--- src/verilog/bridge_mon_defines.svh ---
// Purpose: Offsets, field positions, reset values and timing counts of the bridge monitor.
// Assumes: 40 MHz core clock.
// Notes:   Definitions only.
`ifndef BRIDGE_MON_DEFINES_SVH
`define BRIDGE_MON_DEFINES_SVH

// ****************************************************************
// Register map
// ****************************************************************
`define ADDR_SETUP0      12'h000
`define ADDR_SETUP1      12'h004
`define ADDR_STATUS      12'h008

// First setup word: monitor pin source [1:0], rise count margin [9:2].
`define S0_MON_LSB       0
`define S0_MARGIN_LSB    2
`define SETUP0_RST       10'h020
// Second setup word: open-load level [1:0], peak scale [3:2], scheme [5:4].
`define S1_OL_LSB        0
`define S1_PEAK_LSB      2
`define S1_SCHEME_LSB    4
`define SETUP1_RST       6'h0d

// Status word bit positions above the short fault byte.
`define STAT_OPEN_A      8
`define STAT_OPEN_B      9
`define STAT_BLOCKED     10
`define STAT_SUMMARY     15

// ****************************************************************
// Timing and thresholds
// ****************************************************************
`define CLK_MHZ          40
`define SHORT_DELAY_NS   3000
`define SHORT_DELAY_CYC  ((`SHORT_DELAY_NS * `CLK_MHZ + 999) / 1000)
`define OL_BLANK_NS      1000
`define OL_BLANK_CYC     ((`OL_BLANK_NS * `CLK_MHZ + 999) / 1000)
`define DAC_OL_LIMIT     6'h1f
`define OL_CYCLES        5'h0f

`endif

--- src/verilog/bridge_mon_pkg.sv ---
// Purpose: Types shared by the bridge monitor and its bench.
// Assumes: Nothing beyond SystemVerilog.
// Notes:   Constants live in bridge_mon_defines.svh.
package bridge_mon_pkg;

  // Source of the fault monitor pin.
  typedef enum logic [1:0] {
    MON_FAULT = 2'b00,
    MON_STALL = 2'b01,
    MON_PWM_A = 2'b10,
    MON_IDLE  = 2'b11
  } monitor_src_t;

  // Stall comparison scheme.
  typedef enum logic [1:0] {
    SCH_OPPOSITE = 2'b00,
    SCH_SAME     = 2'b01
  } scheme_t;

  // APB request from the master.
  typedef struct packed {
    logic        psel;
    logic        penable;
    logic        pwrite;
    logic [11:0] paddr;
    logic [31:0] pwdata;
  } apb_req_t;

  // Gate state from the PWM logic, one bit per leg: A+, A-, B+, B-.
  typedef struct packed {
    logic [3:0] hs_on;
    logic [3:0] ls_on;
  } fet_on_t;

endpackage

--- src/verilog/bridge_fault_and_stall_monitor.sv ---
// Purpose: Short, open-load and stall monitoring for a two-phase bridge.
// Assumes: Comparator and pin inputs are asynchronous; gate state, PWM cycle
//          starts, rise windows and DAC values come from logic on clk.
// Notes:   Registers are reached over APB with one wait state.
//
// What this block does
// - Low-side overcurrent while low FET on, held for the delay, confirms supply short.
// - A confirmed short switches its phase output off until a step edge or fault reset.
// - Two low FETs on: internal PWM state picks the shorted connection.
// - Each high FET checked separately; held overcurrent sets its ground-short bit.
// - A shorted load shows high and low short bits of one phase together.
// - Delay timer starts on overcurrent, restarts if it vanishes, latches at expiry.
// - A short disables its whole phase until step edge, clear pin or write.
// - Step or fault reset clears the short part of the summary, re-enables outputs and resamples.
// - A step edge never clears the latched short bits.
// - A persisting short repeats enable then disable on every retry event.
// - Open-load monitoring only while the phase DAC value exceeds 31.
// - Open-load threshold set by level bits scaled by the peak scale bits.
// - Open-load check ignored during a blank time at each PWM cycle start.
// - Open load flagged after more than 15 cycles below threshold, DAC above 31.
// - Open load keeps driving; summary drops when current rises or DAC below 32.
// - Open-load bits stay set until clear pin or a setup write.
// - Stall scheme resets to 00, comparing opposite phases.
// - One PWM cycle counter per phase counts cycles during each current rise.
// - Opposite scheme: rise count against other phase's last, low margin nibble.
// - Scheme 01: rise count against same phase's last, full margin byte.
// - The phase A PWM-on signal can be routed to the fault monitor pin.
// - Reset values give a working block without any register write.
// - Short fault byte holds one latched bit for each of the eight FETs.
// - Every setup register write resets the latched diagnostic bits.
//
// The placing of the registers and the APB interface to the registers are this design's own decisions.
`timescale 1ns/100ps
`include "bridge_mon_defines.svh"

module bridge_fault_and_stall_monitor #(
  parameter int SHORT_CYC = `SHORT_DELAY_CYC,
  parameter int BLANK_CYC = `OL_BLANK_CYC
) (
  input  wire logic                      clk,
  input  wire logic                      rst_b,
  input  wire logic                      clk_en,
  input  wire bridge_mon_pkg::apb_req_t  apb_req,
  output logic [31:0]                    prdata_q,
  output logic                           pready_q,
  output logic                           pslverr_q,
  input  wire logic                      active_low_clear_pin,
  input  wire logic                      step_in,
  input  wire bridge_mon_pkg::fet_on_t   fet_on,
  input  wire logic [1:0]                recirc_dir,
  input  wire logic [1:0]                ls_overcurrent,
  input  wire logic [3:0]                hs_overcurrent,
  input  wire logic [1:0]                ol_below,
  input  wire logic [1:0]                pwm_cycle_start,
  input  wire logic                      pwm_on_a,
  input  wire logic [1:0]                rise_active,
  input  wire logic [5:0]                dac_a,
  input  wire logic [5:0]                dac_b,
  output logic [1:0]                     out_en_q,
  output logic [3:0]                     ol_ref_q,
  output logic                           fault_monitor_pin_b_q
);

  // ****************************************************************
  // Pin synchronisers
  // ****************************************************************

  logic [9:0] meta_q;
  logic [9:0] sync_q;
  logic       step_prev_q;
  wire  [9:0] pin_raw = {ol_below, hs_overcurrent, ls_overcurrent,
                         step_in, active_low_clear_pin};

  // Two flops on every asynchronous input; the clear pin idles high.
  always_ff @(posedge clk) begin
    if (!rst_b) begin
      meta_q      <= 10'h001;
      sync_q      <= 10'h001;
      step_prev_q <= 1'b0;
    end else if (clk_en) begin
      meta_q      <= pin_raw;
      sync_q      <= meta_q;
      step_prev_q <= sync_q[1];
    end
  end

  wire       clr_low   = ~sync_q[0];
  wire       step_rise = sync_q[1] & ~step_prev_q;
  wire [1:0] ls_oc_s   = sync_q[3:2];
  wire [3:0] hs_oc_s   = sync_q[7:4];
  wire [1:0] below_s   = sync_q[9:8];

  // ****************************************************************
  // APB slave
  // ****************************************************************

  logic [9:0]  setup0_q;
  logic [5:0]  setup1_q;
  logic [31:0] status_w;

  // Address decode and the taken write.
  wire acc      = apb_req.psel & apb_req.penable;
  wire hit0     = apb_req.paddr == `ADDR_SETUP0;
  wire hit1     = apb_req.paddr == `ADDR_SETUP1;
  wire hit_st   = apb_req.paddr == `ADDR_STATUS;
  wire bad      = ~(hit0 | hit1 | (hit_st & ~apb_req.pwrite));
  wire cfg_wr   = acc & pready_q & apb_req.pwrite & (hit0 | hit1);

  // Read data selection; the status word is read-only.
  wire [31:0] rdata_d = hit0   ? {22'h00_0000, setup0_q} :
                        hit1   ? {26'h000_0000, setup1_q} :
                        hit_st ? status_w : 32'h0000_0000;

  // Fault reset events: setup write or clear pin, and the wider retry set.
  wire flag_clr = cfg_wr | clr_low;
  wire retry    = flag_clr | step_rise;

  // One wait state: pready is high in the second access cycle.
  always_ff @(posedge clk) begin
    if (!rst_b) begin
      pready_q  <= 1'b0;
      pslverr_q <= 1'b0;
      prdata_q  <= 32'h0000_0000;
    end else if (clk_en) begin
      pready_q  <= acc & ~pready_q;
      pslverr_q <= acc & ~pready_q & bad;
      prdata_q  <= (acc & ~pready_q & ~apb_req.pwrite) ? rdata_d : 32'h0000_0000;
    end
  end

  // Setup words with working defaults.
  always_ff @(posedge clk) begin
    if (!rst_b) begin
      setup0_q <= `SETUP0_RST;
      setup1_q <= `SETUP1_RST;
    end else if (clk_en && cfg_wr) begin
      if (hit0) begin
        setup0_q <= apb_req.pwdata[9:0];
      end
      if (hit1) begin
        setup1_q <= apb_req.pwdata[5:0];
      end
    end
  end

  // Field views of the setup words.
  wire [1:0] mon_sel    = setup0_q[`S0_MON_LSB +: 2];
  wire [7:0] margin     = setup0_q[`S0_MARGIN_LSB +: 8];
  wire [1:0] ol_level   = setup1_q[`S1_OL_LSB +: 2];
  wire [1:0] peak_scale = setup1_q[`S1_PEAK_LSB +: 2];
  wire       same_sch   = setup1_q[`S1_SCHEME_LSB +: 2] ==
                          bridge_mon_pkg::SCH_SAME;

  // ****************************************************************
  // Short detection, one slice per FET
  // ****************************************************************

  // Bit 2k is the high FET of leg k, bit 2k+1 its low FET.
  logic [7:0] cond;
  logic [7:0] confirm;
  logic [7:0] act_d;
  logic [7:0] act_q;
  logic [7:0] short_q;

  genvar k;
  generate
    for (k = 0; k < 8; k = k + 1) begin : g_fet
      localparam int LEG = k / 2;
      localparam int PH  = k / 4;
      logic [11:0] tmr_q;
      if (k % 2 == 0) begin : g_hs
        // High FET watched on its own current sense.
        assign cond[k] = fet_on.hs_on[LEG] & hs_oc_s[LEG];
      end else begin : g_ls
        // Shared sense: with both low FETs on, the PWM state names the leg.
        wire both = fet_on.ls_on[2*PH] & fet_on.ls_on[2*PH+1];
        wire pick = recirc_dir[PH] == (LEG % 2 == 0);
        assign cond[k] = fet_on.ls_on[LEG] & ls_oc_s[PH] & (~both | pick);
      end
      // Expiry of the delay with the overcurrent still present.
      assign confirm[k] = cond[k] & (tmr_q == 12'(SHORT_CYC - 1));
      // Active short: set wins over the retry clear.
      assign act_d[k] = confirm[k] | (act_q[k] & ~retry);

      // Delay timer restarts whenever the overcurrent drops or a retry occurs.
      always_ff @(posedge clk) begin
        if (!rst_b) begin
          tmr_q <= 12'h000;
        end else if (clk_en) begin
          if (!cond[k] || retry) begin
            tmr_q <= 12'h000;
          end else if (tmr_q != 12'(SHORT_CYC - 1)) begin
            tmr_q <= tmr_q + 12'h001;
          end
        end
      end

      // Latched short bit, cleared only by a diagnostic reset.
      always_ff @(posedge clk) begin
        if (!rst_b) begin
          short_q[k] <= 1'b0;
        end else if (clk_en) begin
          short_q[k] <= confirm[k] | (short_q[k] & ~flag_clr);
        end
      end
    end
  endgenerate

  // Active short flags and per-phase output enables.
  always_ff @(posedge clk) begin
    if (!rst_b) begin
      act_q    <= 8'h00;
      out_en_q <= 2'b11;
    end else if (clk_en) begin
      act_q    <= act_d;
      out_en_q <= ~{|act_d[7:4], |act_d[3:0]};
    end
  end

  // ****************************************************************
  // Open-load and stall, one slice per phase
  // ****************************************************************

  logic [1:0] ol_act;
  logic [1:0] open_q;
  logic [1:0] stall_hit;
  logic [7:0] last_q [2];
  logic [1:0] last_v_q;

  genvar p;
  generate
    for (p = 0; p < 2; p = p + 1) begin : g_ph
      logic [11:0] blank_q;
      logic        above_q;
      logic [4:0]  olcnt_q;
      logic        rise_prev_q;
      logic [7:0]  rcnt_q;
      wire  [5:0]  dac      = (p == 0) ? dac_a : dac_b;
      wire         dac_hi   = dac > `DAC_OL_LIMIT;
      wire         blk_done = blank_q == 12'(BLANK_CYC);
      wire         cyc      = pwm_cycle_start[p];
      wire         rise_end = rise_prev_q & ~rise_active[p];
      wire  [7:0]  ref_cnt  = same_sch ? last_q[p] : last_q[1-p];
      wire         ref_ok   = same_sch ? last_v_q[p] : last_v_q[1-p];
      wire  [7:0]  diff     = (rcnt_q > ref_cnt) ? rcnt_q - ref_cnt : ref_cnt - rcnt_q;
      wire  [7:0]  lim      = same_sch ? margin : {4'h0, margin[3:0]};

      // Open load live while below threshold past the cycle count.
      assign ol_act[p]    = dac_hi & ~above_q & (olcnt_q > `OL_CYCLES);
      assign stall_hit[p] = rise_end & ref_ok & (diff > lim);

      // Blank timer and the per-cycle "current rose above threshold" flag.
      always_ff @(posedge clk) begin
        if (!rst_b) begin
          blank_q <= 12'h000;
          above_q <= 1'b0;
        end else if (clk_en) begin
          if (cyc) begin
            blank_q <= 12'h000;
            above_q <= 1'b0;
          end else begin
            if (!blk_done) begin
              blank_q <= blank_q + 12'h001;
            end
            if (blk_done && !below_s[p]) begin
              above_q <= 1'b1;
            end
          end
        end
      end

      // Consecutive low cycles, counted at each cycle start.
      always_ff @(posedge clk) begin
        if (!rst_b) begin
          olcnt_q <= 5'h00;
        end else if (clk_en) begin
          if (!dac_hi) begin
            olcnt_q <= 5'h00;
          end else if (cyc) begin
            if (above_q) begin
              olcnt_q <= 5'h00;
            end else if (olcnt_q <= `OL_CYCLES) begin
              olcnt_q <= olcnt_q + 5'h01;
            end
          end
        end
      end

      // Latched open-load bit, set wins over the clear.
      always_ff @(posedge clk) begin
        if (!rst_b) begin
          open_q[p] <= 1'b0;
        end else if (clk_en) begin
          open_q[p] <= ol_act[p] | (open_q[p] & ~flag_clr);
        end
      end

      // Rise cycle counter; the count is kept at the end of each rise.
      always_ff @(posedge clk) begin
        if (!rst_b) begin
          rise_prev_q <= 1'b0;
          rcnt_q      <= 8'h00;
          last_q[p]   <= 8'h00;
          last_v_q[p] <= 1'b0;
        end else if (clk_en) begin
          rise_prev_q <= rise_active[p];
          if (rise_end) begin
            last_q[p]   <= rcnt_q;
            last_v_q[p] <= 1'b1;
            rcnt_q      <= 8'h00;
          end else if (rise_active[p] && cyc && rcnt_q != 8'hff) begin
            rcnt_q <= rcnt_q + 8'h01;
          end
        end
      end
    end
  endgenerate

  // ****************************************************************
  // Summary, stall flag, monitor pin and open-load reference
  // ****************************************************************

  logic blocked_q;
  wire  blocked_d = (|stall_hit) | (blocked_q & ~flag_clr);
  wire  summary_d = (|act_d) | (|ol_act);

  // Pin source selection; the pin is low for an active condition.
  wire mon_d = (mon_sel == bridge_mon_pkg::MON_FAULT) ? ~summary_d :
               (mon_sel == bridge_mon_pkg::MON_STALL) ? ~blocked_d :
               (mon_sel == bridge_mon_pkg::MON_PWM_A) ? pwm_on_a  :
               1'b1;

  // Status word as read over the bus.
  assign status_w = {16'h0000, (|act_q) | (|ol_act), 4'h0, blocked_q,
                     open_q[1], open_q[0], short_q};

  // Output flops for the pin, the stall flag and the threshold code.
  always_ff @(posedge clk) begin
    if (!rst_b) begin
      blocked_q             <= 1'b0;
      fault_monitor_pin_b_q <= 1'b1;
      ol_ref_q              <= 4'h0;
    end else if (clk_en) begin
      blocked_q             <= blocked_d;
      fault_monitor_pin_b_q <= mon_d;
      ol_ref_q              <= {peak_scale, ol_level};
    end
  end

endmodule // bridge_fault_and_stall_monitor

--- config.mk ---
export PLATFORM = sky130hd
export DESIGN_NAME = bridge_fault_and_stall_monitor
export DESIGN_NICKNAME = d
export VERILOG_FILES = /design/src/verilog/bridge_mon_pkg.sv /design/src/verilog/bridge_fault_and_stall_monitor.sv
export VERILOG_INCLUDE_DIRS = /design/src /design/src/verilog
export SDC_FILE = /design/constraint.sdc
export NUM_CORES = 1
export LEC_CHECK = 0
export ABC_CLOCK_PERIOD_IN_PS = 12500
export BUFFER_PORTS_ARGS = -buffer_cell sky130_fd_sc_hd__buf_2
export CAP_MARGIN = 20
export CORE_ASPECT_RATIO = 0.6
export CORE_MARGIN = 1.5
export CORE_UTILIZATION = 54
export CTS_BUF_LIST = sky130_fd_sc_hd__clkbuf_2 sky130_fd_sc_hd__clkbuf_4 sky130_fd_sc_hd__clkbuf_8
export CTS_CLUSTER_SIZE = 20
export DETAILED_ROUTE_END_ITERATION = 12
export PLACE_DENSITY = 0.75
export SETUP_SLACK_MARGIN = 0.5
export SYNTH_ARGS = -nofsm -noshare
export SYNTH_HDL_FRONTEND = slang
export SYNTH_SLANG_ARGS = --single-unit
--- constraint.sdc ---
create_clock -name clk -period 12.5 [get_ports clk]
set_input_delay 1.25 -clock clk [delete_from_list [all_inputs] [get_ports clk]]
set_output_delay 1.25 -clock clk [all_outputs]
set_load 0.02 [all_outputs]
Word level (Yosys, flattened, before mapping)
Memories as Yosys holds them, arrays and structs flattened.
Cells that the tools add are included.
{"block": "word_totals", "input_bits": 87, "ram_bits": 16, "elab_cells": 338, "mem_count": 1, "register_bits": 249}
{"memory": "last_q", "depth": 2, "width": 8, "rd": 2, "rd_clocked_by_memory_dff": 0, "write_ports": 2, "line_no": "bridge_fault_and_stall_monitor.sv:227", "source": "logic [7:0] last_q [2];"}
{"block": "op_classes", "mux": 61, "n_reduce_logical": 65, "n_eq_ne": 31, "bitwise_logic": 109, "n_lt_le_gt_ge": 10, "addsub": 18}
{"cell": "$mux W12", "count": 20}
{"cell": "$add A12 B1 Y12 const B", "count": 10}
{"cell": "$eq A12 B7 Y1 const B", "count": 8}
{"cell": "$ne A12 B7 Y1 const B", "count": 8}
{"cell": "$mux W8", "count": 11}
{"cell": "$mux W16", "count": 4}
{"cell": "$and A1 B1 Y1", "count": 60}
{"cell": "$mux W5", "count": 8}
{"cell": "$reduce_and A2 Y1", "count": 18}
{"cell": "$gt A8 B8 Y1", "count": 4}
{"cell": "$sub A8 B8 Y8", "count": 4}
{"cell": "$or A1 B1 Y1", "count": 31}
{"cell": "$eq A12 B6 Y1 const B", "count": 2}
{"cell": "$reduce_bool A2 Y1", "count": 12}
{"cell": "$mux W1", "count": 18}
{"cell": "$not A1 Y1", "count": 17}
{"cell": "$add A8 B1 Y8 const B", "count": 2}
{"cell": "$ne A8 B8 Y1 const B", "count": 2}
{"cell": "$reduce_or A8 Y1", "count": 2}
{"cell": "$eq A12 B3 Y1 const B", "count": 1}
{"cell": "$eq A12 B4 Y1 const B", "count": 1}
{"cell": "$gt A6 B5 Y1 const B", "count": 2}
{"cell": "$logic_not A12 Y1", "count": 1}
{"cell": "$add A5 B1 Y5 const B", "count": 2}
{"cell": "14 further kinds", "count": 46}

Logic depth before layout (Yosys ltp)
{"block": "depth", "depth_word": 13, "depth_mapped": 19}

Worst setup path after synthesis
No wires, ideal clock.
{"block": "synth_timing", "path_kind": "reg2reg", "from": "register setup1_q[4]", "to": "register fault_monitor_pin_b_q", "synth_period_minus_slack_ps": 4369, "path_slack_ps": 8131, "setup_ps": 124, "required_time_ps": 12376, "arrival_time_ps": 4244, "path_stages_with_launch": 20, "path_cell_list": "dfxtp_1 nor2b_1 clkbuf_1 mux2_2 ha_1 clkbuf_1 a21o_1 a21oi_1 o21a_1 o21a_1 clkbuf_1 mux2i_1 xnor2_1 ha_1 o21ai_0 a21oi_1 nor3_1 o31ai_1 a211oi_1 a2111o_1"}
{"block": "synth_via", "elab_chain_cells": 11}
{"item": "start: declaration", "line_no": "bridge_fault_and_stall_monitor.sv:98", "source": "logic [5:0] setup1_q;"}
{"item": "start signal: assignment", "line_no": "bridge_fault_and_stall_monitor.sv:135", "source": "setup1_q <= `SETUP1_RST;"}
{"item": "start signal: assignment", "line_no": "bridge_fault_and_stall_monitor.sv:141", "source": "setup1_q <= apb_req.pwdata[5:0];"}
{"item": "$eq A2 B1 Y1 (*)", "line_no": "bridge_fault_and_stall_monitor.sv:151", "source": "wire same_sch = setup1_q[`S1_SCHEME_LSB +: 2] =="}
{"item": "$mux W8", "line_no": "bridge_fault_and_stall_monitor.sv:243", "source": "wire [7:0] ref_cnt = same_sch ? last_q[p] : last_q[1-p];"}
{"item": "$sub A8 B8 Y8 or $gt A8 B8 Y1 (tied branches)", "line_no": "bridge_fault_and_stall_monitor.sv:245", "source": "wire [7:0] diff = (rcnt_q > ref_cnt) ? rcnt_q - ref_cnt : ref_cnt - rcnt_q;"}
{"item": "$mux W8", "line_no": "bridge_fault_and_stall_monitor.sv:245"}
{"item": "$gt A8 B8 Y1", "line_no": "bridge_fault_and_stall_monitor.sv:250", "source": "assign stall_hit[p] = rise_end & ref_ok & (diff > lim);"}
{"item": "$and A1 B1 Y1", "line_no": "bridge_fault_and_stall_monitor.sv:250"}
{"item": "$reduce_or A2 Y1 (*)", "line_no": "bridge_fault_and_stall_monitor.sv:324", "source": "wire blocked_d = (|stall_hit) | (blocked_q & ~flag_clr);"}
{"item": "$or A1 B1 Y1 (*)", "line_no": "bridge_fault_and_stall_monitor.sv:324"}
{"item": "$not A1 Y1 (*)", "line_no": "bridge_fault_and_stall_monitor.sv:329", "source": "(mon_sel == bridge_mon_pkg::MON_STALL) ? ~blocked_d :"}
{"item": "$mux W1 (*)", "line_no": "bridge_fault_and_stall_monitor.sv:329"}
{"item": "$mux W1 (*)", "line_no": "bridge_fault_and_stall_monitor.sv:328", "source": "wire mon_d = (mon_sel == bridge_mon_pkg::MON_FAULT) ? ~summary_d :"}
{"item": "end signal: assignment", "line_no": "bridge_fault_and_stall_monitor.sv:345", "source": "fault_monitor_pin_b_q <= mon_d;"}
{"item": "end: declaration", "line_no": "bridge_fault_and_stall_monitor.sv:61", "source": "output logic fault_monitor_pin_b_q"}
Mark *: on every way between the ends. The rest lies on a longest branch, timed or not.
A chain may end at the register's enable or synchronous reset.

Worst setup path after layout
Ends and elaborated chain as after synthesis.

==> key figures <==
Pwr
  – Power per cell area: 119 nW/um2
  – Leakage dissipation: approximately 0.0056 uW
  – Peak VDD IR: just under 100 uV

Clock network
  – Post CTS Setup Buffer Count: 0
  – H-tree lvl count: 2
  – Hold bufs inserted after CTS: 0
  – Resize count post-CTS: 0
  – Clock insertion delay at the later pin of the skew report: roughly 0.56 ns
  – Largest buffer count on any clock path: 3
  – TritonCTS clock tree: done
  – Clock slew at the register clock pins of the worst setup and hold paths: about 0.06 ns
  – Clock buffers created by TritonCTS: 40
  – TritonCTS Sinks: between 200 and 250
  – Clock Tree Root: sky130_fd_sc_hd__clkbuf_8

Final layout
  – Layout area overhead: 11.1%
  – Post-layout net count: around 1.8k
  – Layout cells sized above 1: between 10% and 20%
  – Final-layout fill cell count: between 2k and 2.5k
  – Antenna Cells: 0

STA
  – Max Slew Vio Count: 0
  – Portion of the clock cycle consumed by the worst path in the final layout: about two fifths
  – Maximum clock rate: between 0.2 and 0.25 GHz
  – Final count of negative-setup-slack endpoints: 0
  – Transition time at the pin with the least slew margin: 1.06 ns
  – Least setup slack across all paths after layout: ~7.7 ns
  – Number of hold violations in the final report: 0
  – TNS Setup: 0 ns
  – Crit path time final: 4.82 ns
  – Setup repair after global routing missed its margin: false
  – Setup Skew: 0.0199 ns
  – Relative max-transition margin: around 29%

Floorplanning
  – Die X: 205 um
  – Std-Cell Rows: between 40 and 50
  – Die boundary height: between 100 and 150 um
  – Initial cell density of the core: between 50% and 60%
  – Number of top-level design ports: 128
  – Core ar.: between 20000 and 25000 um2
  – Overall die area: roughly 25000 um2

Critical path
  – Worst r2r src: setup1_q[4]$_SDFFE_PN0P_
  – Type of element launching the critical path: flop
  – Crit path max fanout: 23
  – Sort of element at the end of the critical path: flop
  – Worst reg2reg setup slack: between 7 and 8 ns
  – Setup crit start: setup1_q[4]$_SDFFE_PN0P_
  – Arrival time reported for the critical path endpoint: 5.27 ns
  – Category of the critical setup timing path: flop to flop
  – Worst R2R End: fault_monitor_pin_b_q$_SDFFE_PN1P_
  – Data required time of the worst path: 12.95 ns
  – Worst Reg2Reg Path Length in Cells: 17

GRT
  – Via count of the first global-routing pass: 10.1k
  – Antenna violations before repair: 0
  – Global route total overflow: 0
  – Overall track demand over capacity in global routing: 25.8%
  – Wire length of the first global-routing pass: roughly 52000 um
  – Largest net degree at the start of global routing: a little under 100

Run status
  – Outcome: complete, no violations

Placed design
  – IO buf count: 75
  – Final HPWL from detailed placement: approximately 23000 um
  – Post-placement setup slack: between 7 and 8 ns
  – GP Congestion: around 0.9

Run
  – Max Cap Violations: 0

Logic synthesis
  – Fraction of registers with async set or reset after synthesis: 0%
  – Sequential fraction of the synthesis area: between 30% and 40%
  – Count leader, synth: sky130_fd_sc_hd__dfxtp_1
  – Fraction of synthesized cell area taken by the top area cell type: between 30% and 40%
  – Cells after synthesis: approximately 1.5k
  – Number of synthesized register bits: 245
  – Library cell occupying the most area in the post-synthesis netlist: sky130_fd_sc_hd__dfxtp_1
  – Number of distinct library cells after synthesis: 78
  – Yosys Warn Count: 0
  – Leading post-synthesis cells by cell area: sky130_fd_sc_hd__dfxtp_1 (35%), sky130_fd_sc_hd__ha_1 (6.1%), sky130_fd_sc_hd__nor2_1 (6.0%)
  – Average cell area after synthesis: roughly 8.6 um2
  – Post-synthesis instance area: about 13000 um2
  – EDFF count, synth: 16
  – Most numerous cell types in the synthesized netlist: sky130_fd_sc_hd__dfxtp_1 (229), sky130_fd_sc_hd__nor2_1 (212), sky130_fd_sc_hd__nand2_1 (119)
  – Predominant post-synthesis flop cell: sky130_fd_sc_hd__dfxtp_1

Routing
  – Post-detailed-route count of antenna-violating nets: 0
  – WL final: between 30000 and 40000 um
  – Post-detailed-route DRC marker count: 0
  – Detailed-routing iteration count for the pre-antenna-repair pass: 5
  – Iter 0 DRT Violations: 1165
  – Total via count in the routed design: 11.3k
  – Via count normalized by instance count: 5.79
  – WL/cell: roughly 17 um

Min path
  – Hold Crit Start: short_q[1]$_SDFFE_PN0P_
  – Worst hold stages: 2
  – Worst Hold Path EP: short_q[1]$_SDFFE_PN0P_
  – Min-delay worst type: flop to flop
-- cells by family after synthesis --
kind of cell | Yosys count | share of synthesized area (%)
AO/OA/AOI/OAI | 274 | 13.4
XOR/XNOR | 95 | 6.32
adder cells (fa/ha/maj) | 68 | 6.69
buffers and inverters | 136 | 4.62
flip-flops | 245 | 38.4
multiplexers | 85 | 6.61
other | 1 | 0.0285
AND/OR/NAND/NOR | 630 | 23.9
-- routing by layer --
metal	part of all wire (%)	global-route usage [%]	routed length [um]	up-vias
met5	0	0	0	-
met4	1.9	7.22	623	0
met3	8.3	5.63	2730	50
met2	39	35.1	12700	398
met1	51	40.1	16600	5314
li1	-	-	-	5574
-- state kept, by name, indices dropped and copies added, names as in the netlist --
signal / cells
step_prev_q: 1
g_ph.blank_q: 24
pslverr_q: 1
last_q: 16
pready_q: 1
prdata_q: 12
g_ph.olcnt_q: 10
g_ph.above_q: 2
g_ph.rcnt_q: 16
setup1_q: 6
act_q: 8
meta_q: 10
blocked_q: 1
fault_monitor_pin_b_q: 1
open_q: 2
setup0_q: 10
g_fet.tmr_q: 96
ol_ref_q: 4
g_ph.rise_prev_q: 2
sync_q: 10
short_q: 8
out_en_q: 2
last_v_q: 2
-- stage by stage --
stage	power, uW	util, %	hold WS [ns]	instance area, um2	cells
final	1740	60.9	0.460	14600	1957
after global routing	1810	60.9	0.486	14600	1957
after CTS	1750	60.8	0.458	14600	1956
after detailed placement	957	57.0	0.446	13700	1884
after global placement	953	57.0	0.443	13700	1884
after floorplan	921	-	0.431	13200	1553
-- layout make-up --
class / count / area [um2] / area share, %
clock buffer: 57 / 747 / 5.10
clock inverter: 15 / 170 / 1.16
inverter: 61 / 231 / 1.58
multi-input combinational: 1172 / 7570 / 51.7
sequential: 245 / 5060 / 34.6
tap: 322 / 403 / 2.75
timing repair buffer: 85 / 453 / 3.09
-- report_power, final --
group	internal (uW)	switching, uW	leakage, uW
clock network	451	345	0.000465
registers	799	8.50	0.00202
logic	46.1	88.9	0.00316
-- worst max-delay path, stage by stage (launching register included) --
cell and delay [ns]:
sky130_fd_sc_hd__dfxtp_1 0.35, sky130_fd_sc_hd__nor2b_2 0.14, sky130_fd_sc_hd__buf_4 0.30, sky130_fd_sc_hd__mux2_2 0.42
sky130_fd_sc_hd__ha_1 0.36, sky130_fd_sc_hd__nor2b_1 0.16, sky130_fd_sc_hd__o21ai_0 0.23, sky130_fd_sc_hd__a21oi_1 0.19
sky130_fd_sc_hd__o41ai_2 0.71, sky130_fd_sc_hd__mux2i_1 0.29, sky130_fd_sc_hd__xnor2_1 0.15, sky130_fd_sc_hd__ha_1 0.27
sky130_fd_sc_hd__and3_1 0.16, sky130_fd_sc_hd__nand3_1 0.09, sky130_fd_sc_hd__o211ai_1 0.09, sky130_fd_sc_hd__a21oi_1 0.28
sky130_fd_sc_hd__a211oi_1 0.12, sky130_fd_sc_hd__a2111o_1 0.41
-- layout by cell type, fill, tap and decap left out, drive strengths merged, types with 53 or more instances in the layout --
master / netlist / layout
o21ai: 69 / 69
nand2: 121 / 121
xor2: 53 / 53
a21oi: 88 / 88
inv: 60 / 60
nor2: 212 / 212
buf: 34 / 85
clkbuf: 41 / 57
mux2i: 69 / 69
ha: 64 / 64
dfxtp: 229 / 229
-- worst max-delay path by stage --
stage	to
3_5_place_dp	fault_monitor_pin_b_q$_SDFFE_PN1P_
2_1_floorplan	fault_monitor_pin_b_q$_SDFFE_PN1P_
6_report	fault_monitor_pin_b_q$_SDFFE_PN1P_
4_1_cts	fault_monitor_pin_b_q$_SDFFE_PN1P_
3_3_place_gp	fault_monitor_pin_b_q$_SDFFE_PN1P_
5_1_grt	fault_monitor_pin_b_q$_SDFFE_PN1P_
Note: power is estimated with default switching activity, not from simulation.
